$ cat config.mk
export PLATFORM = sky130hd
export DESIGN_NAME = dmdt_top
export DESIGN_NICKNAME = d
export VERILOG_FILES = /design/src/logic/dmdt_pkg.sv /design/src/logic/dmdt_top.sv
export SDC_FILE = /design/constraint.sdc
export NUM_CORES = 1
export LEC_CHECK = 0
export BUFFER_PORTS_ARGS = -buffer_cell sky130_fd_sc_hd__buf_2
export CORE_MARGIN = 10
export CORE_UTILIZATION = 42
export CTS_CLUSTER_SIZE = 16
export DETAILED_ROUTE_END_ITERATION = 10
export PLACE_DENSITY = 0.64
export SLEW_MARGIN = 20
export SYNTH_ARGS = -nofsm -noshare
export SYNTH_HDL_FRONTEND = slang
export SYNTH_SLANG_ARGS = --single-unit
export TNS_END_PERCENT = 5
$ cat constraint.sdc
create_clock -name CLOCK_IN -period 3.3 [get_ports CLOCK_IN]
set_clock_uncertainty 0.15 [all_clocks]
set_input_delay 0.33 -clock CLOCK_IN [delete_from_list [all_inputs] [get_ports CLOCK_IN]]
set_output_delay 0.33 -clock CLOCK_IN [all_outputs]
set_load 0.005 [all_outputs]
$ cat src/logic/dmdt_pkg.sv
// Constants, register map and carrier structs of the dual multimode down timer
package dmdt_pkg;
  localparam logic [4:0] ADR_T0_CTRL = 5'h01;
  localparam logic [4:0] ADR_T1_CTRL = 5'h02;
  localparam logic [4:0] ADR_OUT_MODE = 5'h02;
  localparam logic [4:0] ADR_INT_CTL0 = 5'h03;
  localparam logic [4:0] ADR_INT_ROUTE = 5'h04;
  localparam logic [4:0] ADR_T0_LO = 5'h0F;
  localparam logic [4:0] ADR_T0_HI = 5'h10;
  localparam logic [4:0] ADR_T1_LO = 5'h11;
  localparam logic [4:0] ADR_T1_HI = 5'h12;
  localparam logic [7:0] RST_BYTE = 8'h00;
  localparam logic [7:0] RD_UNMAPPED = 8'h00;
  // Timer control byte layout
  localparam int CTL_RUN = 0;
  localparam int CTL_CSEL = 1;
  localparam int CTL_MODE = 4;
  localparam int CTL_CHG = 6;
  localparam int CTL_RD = 7;
  localparam logic [2:0] CSEL_CASCADE = 3'h0;
  localparam logic [2:0] CSEL_XTAL = 3'h1;
  localparam logic [2:0] CSEL_XTAL4 = 3'h2;
  localparam logic [2:0] CSEL_10K7 = 3'h3;
  localparam logic [2:0] CSEL_1K = 3'h4;
  localparam logic [2:0] CSEL_100 = 3'h5;
  localparam logic [2:0] CSEL_10 = 3'h6;
  localparam logic [1:0] XDIV_LAST = 2'h3;
  // Output drive, interrupt control and routing bits
  localparam int OM_INTERRUPT_OUT_PIN_HI = 0;
  localparam int OM_INTERRUPT_OUT_PIN_PP = 1;
  localparam int OM_MFO_HI = 2;
  localparam int OM_MFO_PP = 3;
  localparam int IC_EN0 = 0;
  localparam int IC_FLG0 = 6;
  localparam int RT_IRQ_MFO = 0;
  // Prescaler periods in ns and in CLOCK_IN cycles
  localparam longint CLK_HZ = 64'd250_000_000;
  localparam longint NS_PER_S = 64'd1_000_000_000;
  localparam longint T_10K7_NS = 64'd93_500;
  localparam longint T_1K_NS = 64'd1_000_000;
  localparam longint T_100_NS = 64'd10_000_000;
  localparam longint T_10_NS = 64'd100_000_000;
  localparam longint T_1_NS = 64'd1_000_000_000;
  localparam int CNT_10K7 = int'(T_10K7_NS * CLK_HZ / NS_PER_S);
  localparam int CNT_1K = int'(T_1K_NS * CLK_HZ / NS_PER_S);
  localparam int CNT_100 = int'(T_100_NS * CLK_HZ / NS_PER_S);
  localparam int CNT_10 = int'(T_10_NS * CLK_HZ / NS_PER_S);
  localparam int CNT_1 = int'(T_1_NS * CLK_HZ / NS_PER_S);

  typedef enum logic [1:0] {
    MODE_SINGLE = 2'h0,
    MODE_RATE = 2'h1,
    MODE_SQUARE = 2'h2,
    MODE_ONESHOT = 2'h3
  } dmdt_mode_e;

  typedef struct packed {
    logic cs;
    logic rd;
    logic wr;
    logic [4:0] addr;
    logic [7:0] data;
    logic reg_sel;
    logic [1:0] gate;
    logic xtal;
  } dmdt_pins_s;

  typedef struct packed {
    logic [15:0] count;
    logic [15:0] latch;
    logic [27:0] pre;
    logic [1:0] xdiv;
    logic out;
    logic started;
    logic pend;
    logic trig_prev;
  } dmdt_tmr_s;

  typedef struct packed {
    dmdt_tmr_s t;
    logic irq;
    logic clr_run;
  } dmdt_step_s;

  typedef struct packed {
    dmdt_pins_s s1;
    dmdt_pins_s s2;
    logic rd_prev;
    logic wr_prev;
    logic xtal_prev;
    logic t1_out_prev;
    logic [1:0][7:0] ctrl;
    logic [1:0][15:0] preset;
    logic [7:0] out_mode;
    logic [7:0] int_ctl;
    logic [7:0] route;
    dmdt_tmr_s [1:0] tmr;
    logic [7:0] dout;
    logic doe;
    logic multifunction_out_pin;
    logic mfo_oe;
    logic interrupt_out_pin;
    logic interrupt_out_pin_oe;
  } dmdt_state_s;
endpackage

$ cat src/logic/dmdt_top.sv
// Dual 16-bit multimode down timer with byte-wide host register port
// Operation
// - Two timers, 16-bit down counters, falling timer clock
// - Timer 0 drives multifunction pin; timer 1 internal
// - Data locations access presets by default
// - Two preset bytes, one control byte per timer
// - Load presets, count to zero, toggle, interrupt
// - Three-bit clock select picks eight sources
// - Timer 1 output clocking timer 0 cascades
// - Per-timer prescaler bounds start/stop error
// - Hold bit suspends modes 0-2, triggers mode 3
// - Sync error: one clock or 32 us
// - Two-bit mode field selects four modes
// - Mode 0: low stopped, load and rise
// - Mode 0: high N periods, then low
// - Mode 0: interrupt and clear run at zero
// - Hold bit or gate pin suspends counting in modes 0-2
// - Output pins programmable polarity and drive
// - Latch bit snapshots count; low read clears
`timescale 1ns/10ps
module dmdt_top #(
  parameter int unsigned DIV_10K7 = dmdt_pkg::CNT_10K7,
  parameter int unsigned DIV_1K = dmdt_pkg::CNT_1K,
  parameter int unsigned DIV_100 = dmdt_pkg::CNT_100,
  parameter int unsigned DIV_10 = dmdt_pkg::CNT_10,
  parameter int unsigned DIV_1 = dmdt_pkg::CNT_1
) (
  input wire logic CLOCK_IN,
  input wire logic RST_N_IN,
  input wire logic CS_N_IN,
  input wire logic RD_N_IN,
  input wire logic WR_N_IN,
  input wire logic [4:0] ADDR_IN,
  input wire logic [7:0] DATA_IN,
  input wire logic REG_SEL_IN,
  input wire logic XTAL_IN,
  input wire logic TIMER0_GATE_PIN_IN,
  input wire logic TIMER1_GATE_PIN_IN,
  output logic [7:0] DATA_OUT,
  output logic DATA_OE_OUT,
  output logic MULTIFUNCTION_OUT_PIN_OUT,
  output logic MULTIFUNCTION_OUT_PIN_OE_OUT,
  output logic INTERRUPT_OUT_PIN_OUT,
  output logic INTERRUPT_OUT_PIN_OE_OUT
);
  dmdt_pkg::dmdt_state_s st_q;
  dmdt_pkg::dmdt_state_s st_d;
  dmdt_pkg::dmdt_pins_s pins;
  logic [1:0] tick_w;
  logic [1:0] hold_w;
  logic [1:0] zev_w;
  logic [1:0] wr_ctl_w;
  logic [1:0] restart_w;
  logic rd_done_w;
  logic wr_done_w;
  logic xfall_w;
  logic t1fall_w;

  assign pins = '{cs: ~CS_N_IN, rd: ~RD_N_IN, wr: ~WR_N_IN, addr: ADDR_IN, data: DATA_IN,
                  reg_sel: REG_SEL_IN, gate: {TIMER1_GATE_PIN_IN, TIMER0_GATE_PIN_IN},
                  xtal: XTAL_IN};

  // Divide count of the fixed-rate sources
  function automatic logic [27:0] lim_of(input logic [2:0] sel);
    case (sel)
      dmdt_pkg::CSEL_10K7: lim_of = 28'(DIV_10K7);
      dmdt_pkg::CSEL_1K: lim_of = 28'(DIV_1K);
      dmdt_pkg::CSEL_100: lim_of = 28'(DIV_100);
      dmdt_pkg::CSEL_10: lim_of = 28'(DIV_10);
      default: lim_of = 28'(DIV_1);
    endcase
  endfunction

  // Electrical pin value from logical level, polarity and drive type
  function automatic logic [1:0] drive_of(input logic lvl, input logic hi, input logic pp);
    logic e;
    e = hi ? lvl : ~lvl;
    drive_of = pp ? {e, 1'b1} : {1'b0, ~e};
  endfunction

  // One clock step of a timer core
  function automatic dmdt_pkg::dmdt_step_s step_f(input dmdt_pkg::dmdt_tmr_s t,
      input logic [7:0] ctl, input logic [15:0] pre, input logic hold, input logic tick);
    dmdt_pkg::dmdt_step_s r;
    dmdt_pkg::dmdt_mode_e mode;
    logic [15:0] cnt_n;
    r = '{t: t, irq: 1'b0, clr_run: 1'b0};
    mode = dmdt_pkg::dmdt_mode_e'(ctl[dmdt_pkg::CTL_MODE +: 2]);
    cnt_n = t.count - 16'h0001;
    r.t.trig_prev = hold;
    if (!ctl[dmdt_pkg::CTL_RUN]) begin
      r.t.out = 1'b0;
      r.t.started = 1'b0;
      r.t.pend = 1'b0;
    end else if (mode == dmdt_pkg::MODE_ONESHOT) begin
      // Trigger edge raises the output at once; load waits for the timer clock
      if (hold && !t.trig_prev) begin
        r.t.out = 1'b1;
        r.t.pend = 1'b1;
      end
      if (tick) begin
        if (t.pend) begin
          r.t.count = pre;
          r.t.started = 1'b1;
          r.t.pend = hold && !t.trig_prev;
        end else if (t.started) begin
          r.t.count = cnt_n;
          if (cnt_n == 16'h0000) begin
            r.t.out = 1'b0;
            r.t.started = 1'b0;
            r.irq = 1'b1;
          end
        end
      end
    end else if (tick && !hold) begin
      if (!t.started) begin
        r.t.count = pre;
        r.t.out = 1'b1;
        r.t.started = 1'b1;
      end else begin
        case (mode)
          dmdt_pkg::MODE_SINGLE: begin
            r.t.count = cnt_n;
            if (cnt_n == 16'h0000) begin
              r.t.out = 1'b0;
              r.t.started = 1'b0;
              r.irq = 1'b1;
              r.clr_run = 1'b1;
            end
          end
          dmdt_pkg::MODE_RATE: begin
            if (t.pend) begin
              r.t.count = pre;
              r.t.out = 1'b1;
              r.t.pend = 1'b0;
            end else begin
              r.t.count = cnt_n;
              if (cnt_n == 16'h0000) begin
                r.t.out = 1'b0;
                r.t.pend = 1'b1;
                r.irq = 1'b1;
              end
            end
          end
          default: begin
            if (t.count == 16'h0000) begin
              r.t.out = ~t.out;
              r.t.count = pre;
              r.irq = t.out;
            end else begin
              r.t.count = cnt_n;
            end
          end
        endcase
      end
    end
    step_f = r;
  endfunction

  always_comb begin
    dmdt_pkg::dmdt_step_s sr;
    logic [2:0] sel;
    logic [27:0] lim;
    logic irq_line;
    logic [1:0] pd;
    logic [4:0] a;
    logic [7:0] wd;
    logic rs;
    int j;
    st_d = st_q;
    sr = '0;
    sel = 3'h0;
    lim = 28'h0000000;
    pd = 2'h0;
    a = st_q.s2.addr;
    wd = st_q.s2.data;
    rs = st_q.s2.reg_sel;
    irq_line = 1'b0;
    j = 0;
    // Pins pass two flip-flops; only the second stage is looked at
    st_d.s1 = pins;
    st_d.s2 = st_q.s1;
    st_d.rd_prev = st_q.s2.rd;
    st_d.wr_prev = st_q.s2.wr;
    st_d.xtal_prev = st_q.s2.xtal;
    st_d.t1_out_prev = st_q.tmr[1].out;
    rd_done_w = st_q.rd_prev && !st_q.s2.rd && st_q.s2.cs;
    wr_done_w = st_q.wr_prev && !st_q.s2.wr && st_q.s2.cs;
    xfall_w = st_q.xtal_prev && !st_q.s2.xtal;
    t1fall_w = st_q.t1_out_prev && !st_q.tmr[1].out;
    wr_ctl_w[0] = wr_done_w && a == dmdt_pkg::ADR_T0_CTRL && !rs;
    wr_ctl_w[1] = wr_done_w && a == dmdt_pkg::ADR_T1_CTRL && !rs;
    for (j = 0; j < 2; j++) begin
      sel = st_q.ctrl[j][dmdt_pkg::CTL_CSEL +: 3];
      lim = lim_of(sel);
      hold_w[j] = st_q.ctrl[j][dmdt_pkg::CTL_CHG] | st_q.s2.gate[j];
      // Prescaler restarts on stop and on hold outside mode 3 so a start is never late by a full period
      restart_w[j] = !st_q.ctrl[j][dmdt_pkg::CTL_RUN] ||
                     (hold_w[j] && st_q.ctrl[j][dmdt_pkg::CTL_MODE +: 2] != 2'h3);
      case (sel)
        dmdt_pkg::CSEL_CASCADE: tick_w[j] = (j == 0) && t1fall_w;
        dmdt_pkg::CSEL_XTAL: tick_w[j] = xfall_w;
        dmdt_pkg::CSEL_XTAL4: tick_w[j] = xfall_w && st_q.tmr[j].xdiv == dmdt_pkg::XDIV_LAST;
        default: tick_w[j] = !restart_w[j] && st_q.tmr[j].pre == lim - 28'h0000001;
      endcase
      sr = step_f(st_q.tmr[j], st_q.ctrl[j], st_q.preset[j], hold_w[j], tick_w[j]);
      st_d.tmr[j] = sr.t;
      zev_w[j] = sr.irq;
      if (restart_w[j] || st_q.tmr[j].pre == lim - 28'h0000001) begin
        st_d.tmr[j].pre = 28'h0000000;
      end else begin
        st_d.tmr[j].pre = st_q.tmr[j].pre + 28'h0000001;
      end
      if (restart_w[j]) begin
        st_d.tmr[j].xdiv = 2'h0;
      end else if (xfall_w) begin
        st_d.tmr[j].xdiv = st_q.tmr[j].xdiv + 2'h1;
      end
      if (sr.clr_run) begin
        st_d.ctrl[j][dmdt_pkg::CTL_RUN] = 1'b0;
      end
      if (wr_ctl_w[j]) begin
        st_d.ctrl[j] = wd;
        if (wd[dmdt_pkg::CTL_RD]) begin
          st_d.tmr[j].latch = st_q.tmr[j].count;
        end
      end
    end
    if (wr_done_w) begin
      case (a)
        dmdt_pkg::ADR_T0_LO: st_d.preset[0][7:0] = wd;
        dmdt_pkg::ADR_T0_HI: st_d.preset[0][15:8] = wd;
        dmdt_pkg::ADR_T1_LO: st_d.preset[1][7:0] = wd;
        dmdt_pkg::ADR_T1_HI: st_d.preset[1][15:8] = wd;
        dmdt_pkg::ADR_OUT_MODE: if (rs) st_d.out_mode = wd;
        dmdt_pkg::ADR_INT_CTL0: begin
          if (rs) begin
            st_d.int_ctl[dmdt_pkg::IC_EN0 +: 2] = wd[dmdt_pkg::IC_EN0 +: 2];
            st_d.int_ctl[dmdt_pkg::IC_FLG0 +: 2] = st_q.int_ctl[dmdt_pkg::IC_FLG0 +: 2] &
                                                  ~wd[dmdt_pkg::IC_FLG0 +: 2];
          end
        end
        dmdt_pkg::ADR_INT_ROUTE: if (!rs) st_d.route = wd;
        default: ;
      endcase
    end
    // Reading a low byte while latched returns the data locations to the presets
    if (rd_done_w && a == dmdt_pkg::ADR_T0_LO) begin
      st_d.ctrl[0][dmdt_pkg::CTL_RD] = 1'b0;
    end
    if (rd_done_w && a == dmdt_pkg::ADR_T1_LO) begin
      st_d.ctrl[1][dmdt_pkg::CTL_RD] = 1'b0;
    end
    // Zero events set after the clear so that a simultaneous event is kept
    st_d.int_ctl[dmdt_pkg::IC_FLG0 +: 2] = st_d.int_ctl[dmdt_pkg::IC_FLG0 +: 2] | zev_w;
    st_d.doe = st_q.s2.cs && st_q.s2.rd;
    case (a)
      dmdt_pkg::ADR_T0_CTRL: st_d.dout = rs ? dmdt_pkg::RD_UNMAPPED : st_q.ctrl[0];
      dmdt_pkg::ADR_T1_CTRL: st_d.dout = rs ? st_q.out_mode : st_q.ctrl[1];
      dmdt_pkg::ADR_INT_CTL0: st_d.dout = rs ? st_q.int_ctl : dmdt_pkg::RD_UNMAPPED;
      dmdt_pkg::ADR_INT_ROUTE: st_d.dout = rs ? dmdt_pkg::RD_UNMAPPED : st_q.route;
      dmdt_pkg::ADR_T0_LO: st_d.dout = st_q.ctrl[0][dmdt_pkg::CTL_RD] ?
                                       st_q.tmr[0].latch[7:0] : st_q.preset[0][7:0];
      dmdt_pkg::ADR_T0_HI: st_d.dout = st_q.ctrl[0][dmdt_pkg::CTL_RD] ?
                                       st_q.tmr[0].latch[15:8] : st_q.preset[0][15:8];
      dmdt_pkg::ADR_T1_LO: st_d.dout = st_q.ctrl[1][dmdt_pkg::CTL_RD] ?
                                       st_q.tmr[1].latch[7:0] : st_q.preset[1][7:0];
      dmdt_pkg::ADR_T1_HI: st_d.dout = st_q.ctrl[1][dmdt_pkg::CTL_RD] ?
                                       st_q.tmr[1].latch[15:8] : st_q.preset[1][15:8];
      default: st_d.dout = dmdt_pkg::RD_UNMAPPED;
    endcase
    irq_line = |(st_q.int_ctl[dmdt_pkg::IC_FLG0 +: 2] & st_q.int_ctl[dmdt_pkg::IC_EN0 +: 2]);
    // Timer 1 has no pin; routing may steer the interrupt onto the multifunction pin
    pd = drive_of(st_q.route[dmdt_pkg::RT_IRQ_MFO] ? irq_line : st_q.tmr[0].out,
                  st_q.out_mode[dmdt_pkg::OM_MFO_HI], st_q.out_mode[dmdt_pkg::OM_MFO_PP]);
    st_d.multifunction_out_pin = pd[1];
    st_d.mfo_oe = pd[0];
    pd = drive_of(irq_line && !st_q.route[dmdt_pkg::RT_IRQ_MFO],
                  st_q.out_mode[dmdt_pkg::OM_INTERRUPT_OUT_PIN_HI], st_q.out_mode[dmdt_pkg::OM_INTERRUPT_OUT_PIN_PP]);
    st_d.interrupt_out_pin = pd[1];
    st_d.interrupt_out_pin_oe = pd[0];
  end

  always_ff @(posedge CLOCK_IN) begin
    if (!RST_N_IN) begin
      st_q <= '0;
    end else begin
      st_q <= st_d;
    end
  end

  assign DATA_OUT = st_q.dout;
  assign DATA_OE_OUT = st_q.doe;
  assign MULTIFUNCTION_OUT_PIN_OUT = st_q.multifunction_out_pin;
  assign MULTIFUNCTION_OUT_PIN_OE_OUT = st_q.mfo_oe;
  assign INTERRUPT_OUT_PIN_OUT = st_q.interrupt_out_pin;
  assign INTERRUPT_OUT_PIN_OE_OUT = st_q.interrupt_out_pin_oe;
endmodule

==> metrics list, run 1 <==
* Most common cell type on the critical path: sky130_fd_sc_hd__buf_4
* Clock tree from TritonCTS: done
- Based on the critical path, the design can be clocked at up to 0.315 GHz.
* Data required time at the worst endpoint: between 3 and 4 ns
- The finished cells cover ~15000 sq um.
* CTS max path bufs: 3
- In this run, placement finished with an instance count of 2032.
- Share of layout cells above drive strength 1: between 10% and 20%
- Number of optimization iterations in the first detailed-route pass: 5
* Worst ir drop on vdd: 435 uV
- Initial antenna violation count: 0
- Antenna-violating nets left: 0
- The tightest min-delay check is of the input port to flop type.
- Library cell with the largest summed area after synthesis: sky130_fd_sc_hd__dfxtp_1
- After clock tree synthesis, the clock-pin slew on the worst setup and hold paths is ~0.06 ns.
- Most area-consuming cells after synthesis: sky130_fd_sc_hd__dfxtp_1, sky130_fd_sc_hd__mux2i_1, sky130_fd_sc_hd__nor2_1
* Cell area after synthesis: 13600 sq um
- Worst hold margin: ~0.12 ns
- The filler cells instantiated in the layout total 3062.
- Y dimension of the die: 200 um
- The number of max-slew violations in the final report came to 0.
- The flow ran to the end, and the final reports show no timing, DRC or antenna violations.
* Number of enable-type register cells in the synthesized netlist: 0
* Slew HR: 42.7%
- Final TNS setup: 0 ns
* First-pass GRT wire length: a little over 60000 um
- Entering global routing, the biggest net connects 64 pins.
- Fraction of registers with async set/reset: 0%
* Antenna Diode Count: 0
- Summed over all cells, the static leakage comes to 0.00578 uW.
- For the worst flop-to-flop path, the logic depth is 14.
- The hold violation count in the final report came to 0.
- The congestion estimate from routability-driven global placement came to 0.941.
* Vias: 12000
* Cell at the root of the clock tree: sky130_fd_sc_hd__clkbuf_16
* All-layer global routing usage: 18.6%
- Share of the clock period used by the worst path: 96.2%
- Top flip-flop cell by instance count after synthesis: sky130_fd_sc_hd__dfxtp_1
- The number of nets in the synthesized netlist is 1700.
- Sink Count: 257
- The initialized floorplan defines 65 standard-cell rows.
- Tightest Pin Transition: 0.856 ns
- Non-filler instance count after layout: 2108
* Starting density of the core: 42.8%
- Crit path DAT: approximately 3.5 ns
- The endpoint identified for the worst register-to-register timing path is st_q[136].
- From synthesis to final layout, the design area changed by 13.8%.
* CP Capture Type: flop
- For the finished layout, the period the worst path requires is 3.17 ns.
- Number of H-tree levels: 1
* Initial DRC count: between 900 and 1000
- The Yosys step of the flow raised 0 warnings.
- Top Family by Delay on Critical Path: simple AND/OR/NAND/NOR gates
- CP Launch Type: flop
- Cell-by-cell listing of the critical path: nand2b_1 -> nor2_2 -> inv_1 -> ha_1 -> xor2_1 -> nand4_1 -> a211o_1 -> a2111o_1 -> nor4_4 -> buf_4 -> o21ai_4 -> buf_4 -> mux2i_1 -> nor2_1
- Number of buffers added by the clock tree synthesis step: 30
* Buf+Inv Stages, Crit Path: 3
- Along the worst hold path, the cell count comes to 3.
* Number of buffers added on ports: 34
- Summing the sequential cell areas from Yosys gives between 30% and 40% of the chip area.
* Total Nets Final: 1719
* Number of global-route vias before repair: between 10000 and 15000
* Number of instances in the synthesized netlist: about 1700
- The average instance in the mapped netlist occupies 8.16 sq um.
- In this design, the stage delay of the slowest critical-path cell is ~0.37 ns.
* Total chip power: around 6700 uW
* FF+latch count, synth: 257
- Setup violation total in the final timing report: 0
* Critical Setup Path Class: flop to flop
- Once placement finished, the instance area stood at 14200 sq um.
- Worst Hold End: st_q[65]
- Global routing finished with a remaining overflow of 0.
- Power spread over the standard cell area amounts to 431 nW/um^2.
- Die Area: 39900 sq um
- Critical path fanouts, max: 7
* Clock network latency to the later pin of the worst-skew pair: 0.58 ns
- After detailed routing, the total wire length is 37800 um.
- Unique masters post-synth: a little over 90
- Total of max-cap violations: 0
* Vias per std cell: 5.68
- The core region is 31700 sq um.
* IO Count: 35
* Start point of the worst hold path: RST_N_IN
- Top-area cell type share of the netlist area: ~38%
* Launch point of the worst reg-to-reg path: st_q[211]
* DP HPWL: 26800 um
- Reg2Reg Setup Slack: 0.13 ns
- Average routed wire per standard cell: 17.9 um
* Cell with the largest stage delay on the worst path: sky130_fd_sc_hd__a2111o_1
* Die width: 200 um
- In the routed design, unresolved DRC markers number 0.
- Setup repair after global routing left no endpoint under its margin.
[metrics by stage]
stage | util (%) | setup WS (ns)
after detailed placement | 44.7 | -0.111
after CTS | 48.6 | 0.0178
after global placement | 44.7 | 0.0414
final | 48.7 | 0.127
after global routing | 48.7 | 0.00231
after floorplan | - | 0.00696
[worst min-delay path, cell delays in order]
cell and delay, ns:
sky130_fd_sc_hd__buf_2 0.27, sky130_fd_sc_hd__nand2_1 0.13, sky130_fd_sc_hd__o21ai_0 0.06
[how the worst max path moves through the flow]
stage                         start         to  cells past startpoint
after floorplan           st_q[203]   st_q[63]                     14
after detailed placement  st_q[202]   st_q[68]                     12
final                     st_q[211]  st_q[136]                     14
after global routing      st_q[202]   st_q[14]                     13
after CTS                 st_q[211]  st_q[129]                     12
after global placement    st_q[202]   st_q[78]                     12
[Yosys cell counts, types with 37 or more instances]
master,n
sky130_fd_sc_hd__o21ai_0,39
sky130_fd_sc_hd__mux2i_1,96
sky130_fd_sc_hd__nand2_1,169
sky130_fd_sc_hd__and2_1,49
sky130_fd_sc_hd__clkbuf_1,87
sky130_fd_sc_hd__nor3_1,38
sky130_fd_sc_hd__xor2_1,50
sky130_fd_sc_hd__nor2_1,248
sky130_fd_sc_hd__xnor2_1,37
sky130_fd_sc_hd__dfxtp_1,257
sky130_fd_sc_hd__nand3_1,49
sky130_fd_sc_hd__a21oi_1,94
[cells by family (layout without fill, tap and decap cells)]
logic type,Yosys count,in the layout,synth area share (%)
multiplexers,111,111,8.32
flip-flops,257,257,37.9
buffers and inverters,158,200,5.18
AND/OR/NAND/NOR,720,720,25.9
adder cells (fa/ha/maj),14,14,1.29
AO/OA/AOI/OAI,317,317,15.8
XOR/XNOR,87,87,5.61
[per-layer routing]
metal | share of wire [%] | track usage (%) | vias to the layer above
met5 | 0 | 0 | -
met4 | 2.7 | 5.61 | 0
met3 | 5.1 | 2.60 | 66
met2 | 46 | 31.0 | 344
met1 | 46 | 24.4 | 5683
li1 | - | - | 5887
[state kept, by name (all words and copies together) (netlist names)]
name	flops
st_d	24
DATA_OE_OUT	1
INTERRUPT_OUT_PIN_OE_OUT	1
st_q	220
DATA_OUT	8
MULTIFUNCTION_OUT_PIN_OE_OUT	1
INTERRUPT_OUT_PIN_OUT	1
MULTIFUNCTION_OUT_PIN_OUT	1
[layout by cell type (no fill, tap or decap), drive strengths merged, types with 23 or more instances in the layout]
cell type,netlist,layout
inv,27,31
nand3,49,49
nand4,23,23
xnor2,37,37
a21oi,96,96
mux2i,96,96
and2,50,50
nand2,170,170
xor2,50,50
clkbuf,87,37
nor2,248,248
o21ai,42,42
buf,43,97
nor3,41,41
a211oi,24,24
dfxtp,257,257
[final cells by class]
type | instances | area (sq um) | area share (%)
multi-input combinational | 1249 | 7790 | 50.4
sequential | 257 | 5140 | 33.3
inverter | 28 | 108 | 0.696
timing repair buffer | 117 | 881 | 5.70
clock buffer | 37 | 827 | 5.35
tap | 402 | 503 | 3.26
clock inverter | 18 | 196 | 1.27
[where the power goes]
| part | internal, uW | total [uW] | switching, uW |
|---|---|---|---|
| registers | 3130 | 3160 | 27.9 |
| logic | 55.5 | 139 | 83.2 |
| clock network | 1960 | 3360 | 1400 |
[what timing repair did]
action / 4_1_cts / 5_1_grt
cloned: 0 / 0
endpoints found under the hold margin: 20 / 0
gates resized for setup: 3 / 6
endpoints found under the setup margin: 18 / 39
hold buffers: 20 / 0
pin swaps: 0 / 4
buffers inserted: 0 / 1
Power figures use the tool's default switching activity.
==> run 2, diff against run 1 <==
- PLACE_DENSITY: 0.64 -> 0.61
- RECOVER_POWER: unset -> 50
- clock period: 3.3 -> 3.55 ns (I/O delays scaled with it)
==> run 2 against run 1 <==
Against the previous run:
- the run now ends with max-capacitance violations, max-slew violations left
- sequential share of layout area grew 0.59 points
- total power shrank 7.6%
- combinational power shrank 9%
- largest power group unchanged
- critical endpoint is now st_d[217]
==> metrics list, run 2 (synthesis gave the netlist of run 1 again) <==
- The number of remaining DRC errors came to 0 (unchanged).
- The detailed-placement wirelength estimate was 26700 um (was 26800 um).
- The category of the most critical setup path is flop to flop (unchanged).
- The tightest hold margin is 0.141 ns (was 0.117 ns).
* Number of H-tree levels: 1 (unchanged)
- The average detailed-routed wire length per instance was 17.9 um (about the same).
- The length of routed met2 wiring was 16800 um (was 17400 um).
* CP Launch Type: flop (unchanged)
- The floorplan die area is 39900 sq um (unchanged).
* CTS max path bufs: 3 (unchanged)
- The starting DRC count in detailed routing came to 995 (was 983).
- All-layer global routing usage: 18.7% (was 18.6%)
- The worst hold-check path type was input port to flop (unchanged).
- Clk slew on worst S/H paths: 0.06 ns (about the same)
- The area added between synthesis and finish was 11.8% (was 13.8%).
* Sum of routed wire length over all layers: 37400 um (was 37800 um)
- The critical path capture point type was a flop (unchanged).
- Worst setup margin: 0.200 ns (was 0.127 ns)
* Grt total ovfl: 0 (unchanged)
- Antenna-violating nets left: 0 (unchanged)
* Slew HR: -2.39% (was 42.7%)
* Share of layout cells above drive strength 1: 9.31% (was 12.1%)
- Worst-case setup slack after placement: 0.136 ns (was -0.111 ns)
- IO Count: 35 (unchanged)
- Status: finished, violations left (was complete, no violations).
* Vias per std cell: 5.65 (was 5.68)
- Number of optimization iterations in the first detailed-route pass: 5 (unchanged)
- Area of the core: 31700 sq um (unchanged)
- Final TNS setup: 0 ns (unchanged)
- The data arrival time at the worst-slack endpoint came to 3.70 ns (was 3.46 ns).
- Largest net degree at the start of global routing: 63 (was 64)
- Vias: 11800 (was 12000)
- Buffer count from post-CTS setup fixing: 0 (unchanged)
- The hold violation count in the final report is 0 (unchanged).
* Max-slew violations: 49 (was 0)
- The number of fill cells came to 3084 (was 3062).
* Number of global-route vias before repair: 11200 (was 11700)
* Number of flip-flops in the largest register: 220 (unchanged)
- Die width: 200 um (unchanged)
- The count of clock tree sinks came to 257 (unchanged).
- Antenna Diode Count: 0 (unchanged)
- Top library cells by usage in the layout, fill and taps aside: sky130_fd_sc_hd__dfxtp_1, sky130_fd_sc_hd__nor2_1, sky130_fd_sc_hd__nand2_1 (unchanged)
- The register ranked first by flip-flop count was st_q (unchanged).
- Data required time at the worst endpoint: 3.90 ns (was 3.59 ns)
- The checks that failed: max-capacitance violations, max-slew violations.
- The CTS tree is done (unchanged).
- The latest clock arrival within the worst-skew pair came to 0.56 ns (was 0.58 ns).
* Worst ir drop on vdd: 443 uV (was 435 uV)
- The cell total after placement came to 2016 (was 2032).
- Setup violation total in the final timing report: 0 (unchanged)
- Total of max-cap violations: 2 (was 0)
* Setup repair after global routing missed its margin: false (unchanged)
* Maximum clock frequency: 0.299 GHz (was 0.315 GHz)
- DR top layer: met4 (unchanged)
* Total Nets Final: 1701 (was 1719)
- Initial antenna violation count: 0 (unchanged)
- Leading cell type in the layout, fill and taps excluded: sky130_fd_sc_hd__dfxtp_1 (unchanged)
- The slew at the pin closest to its max-slew limit was 1.54 ns (was 0.856 ns).
* Y dimension of the die: 200 um (unchanged)
- Final design utilization: 47.9% (was 48.7%)
- The share of the clock period used by the worst path was 94.4% (was 96.2%).
- Met1 Wirelength: 17900 um (was 17400 um)
* Std cell rows: 65 (unchanged)
- Number of buffers added on ports: 34 (unchanged)
- The length of routed met3 wiring is 2000 um (was 1910 um).
- The final critical path time including I/O delays and setup is 3.35 ns (was 3.17 ns).
- The leakage power was 0.00559 uW (was 0.00578 uW).
- The number of standard cells in the layout, taps in and fillers out is 2089 (was 2108).
- The final RePlAce weighted congestion came to 0.888 (was 0.941).
- Starting density of the core: 42.8% (unchanged)
* First-pass GRT wire length: 61000 um (was 61200 um)
- The TritonCTS buffer count came to 29 (was 30).
- The total power divided by cell area is 405 nW/um^2 (was 431 nW/um^2).
- The top fanout value on the critical path came to 8 (was 7).
- Cell at the root of the clock tree: sky130_fd_sc_hd__clkbuf_16 (unchanged)
run 2: changes by cell type in the layout (fill, tap and decap cells not counted), sizes merged:
cell    previous run  this run
inv               31        28
bufinv             2         3
clkinv            11         6
clkbuf            37        61
buf               97        61
run 2: report_power, final:
group          total, uW  switching [uW]  internal, uW
combinational        127            77.1          50.0
clock               3090            1230          1860
sequential          2930            25.5          2910
total               6150            1330          4820
run 2: layout make-up:
cell class                      count  area (sq um)  area share (%)
Sequential cell                   257          5140            33.9
Multi-Input combinational cell   1249          7750            51.1
Clock buffer                       42           845            5.56
Timing Repair Buffer              100           691            4.55
Inverter                           28           108           0.709
Clock inverter                     11           139           0.915
Tap cell                          402           503            3.31
run 2: layer usage:
| metal | vias up | track usage, % |
|---|---|---|
| met3 | 55 | 3.42 |
| met2 | 306 | 29.9 |
| li1 | 5845 | - |
| met4 | 0 | 4.99 |
| met1 | 5590 | 25.4 |
| met5 | - | 0 |
run 2: worst paths after layout:
| path | slack (ns) | cells past startpoint | start | end |
|---|---|---|---|---|
| hold reg to reg | 0.28 | 1 | st_d[225] | st_q[225] |
| setup / recovery | 0.20 | 10 | st_q[129] | st_d[217] |
| setup reg to reg | 0.20 | 10 | st_q[129] | st_d[217] |
| hold / removal | 0.14 | 3 | RST_N_IN | MULTIFUNCTION_OUT_PIN_OUT |
run 2: repair_timing:
action                                  in CTS  in global routing
hold buffers                                20                  0
endpoints found under the hold margin       20                  0
endpoints found under the setup margin       0                 26
resized for setup                            0                  6
run 2: per-stage QoR:
stage / total power, uW / area [sq um]
2_1_floorplan: 3060 / 13600
3_3_place_gp: 3110 / 14000
3_5_place_dp: 3110 / 14000
4_1_cts: 6210 / 15200
5_1_grt: 6330 / 15200
6_report: 6150 / 15200
run 2: worst max-delay path, stage by stage, from the launching register on:
cell,delay [ns]
sky130_fd_sc_hd__dfxtp_1,0.39
sky130_fd_sc_hd__inv_1,0.15
sky130_fd_sc_hd__ha_1,0.30
sky130_fd_sc_hd__or3b_1,0.51
sky130_fd_sc_hd__o32ai_2,0.29
sky130_fd_sc_hd__a32oi_1,0.15
sky130_fd_sc_hd__or4_4,0.62
sky130_fd_sc_hd__o32ai_1,0.33
sky130_fd_sc_hd__o31a_2,0.23
sky130_fd_sc_hd__o21ai_1,0.07
sky130_fd_sc_hd__a21oi_2,0.10
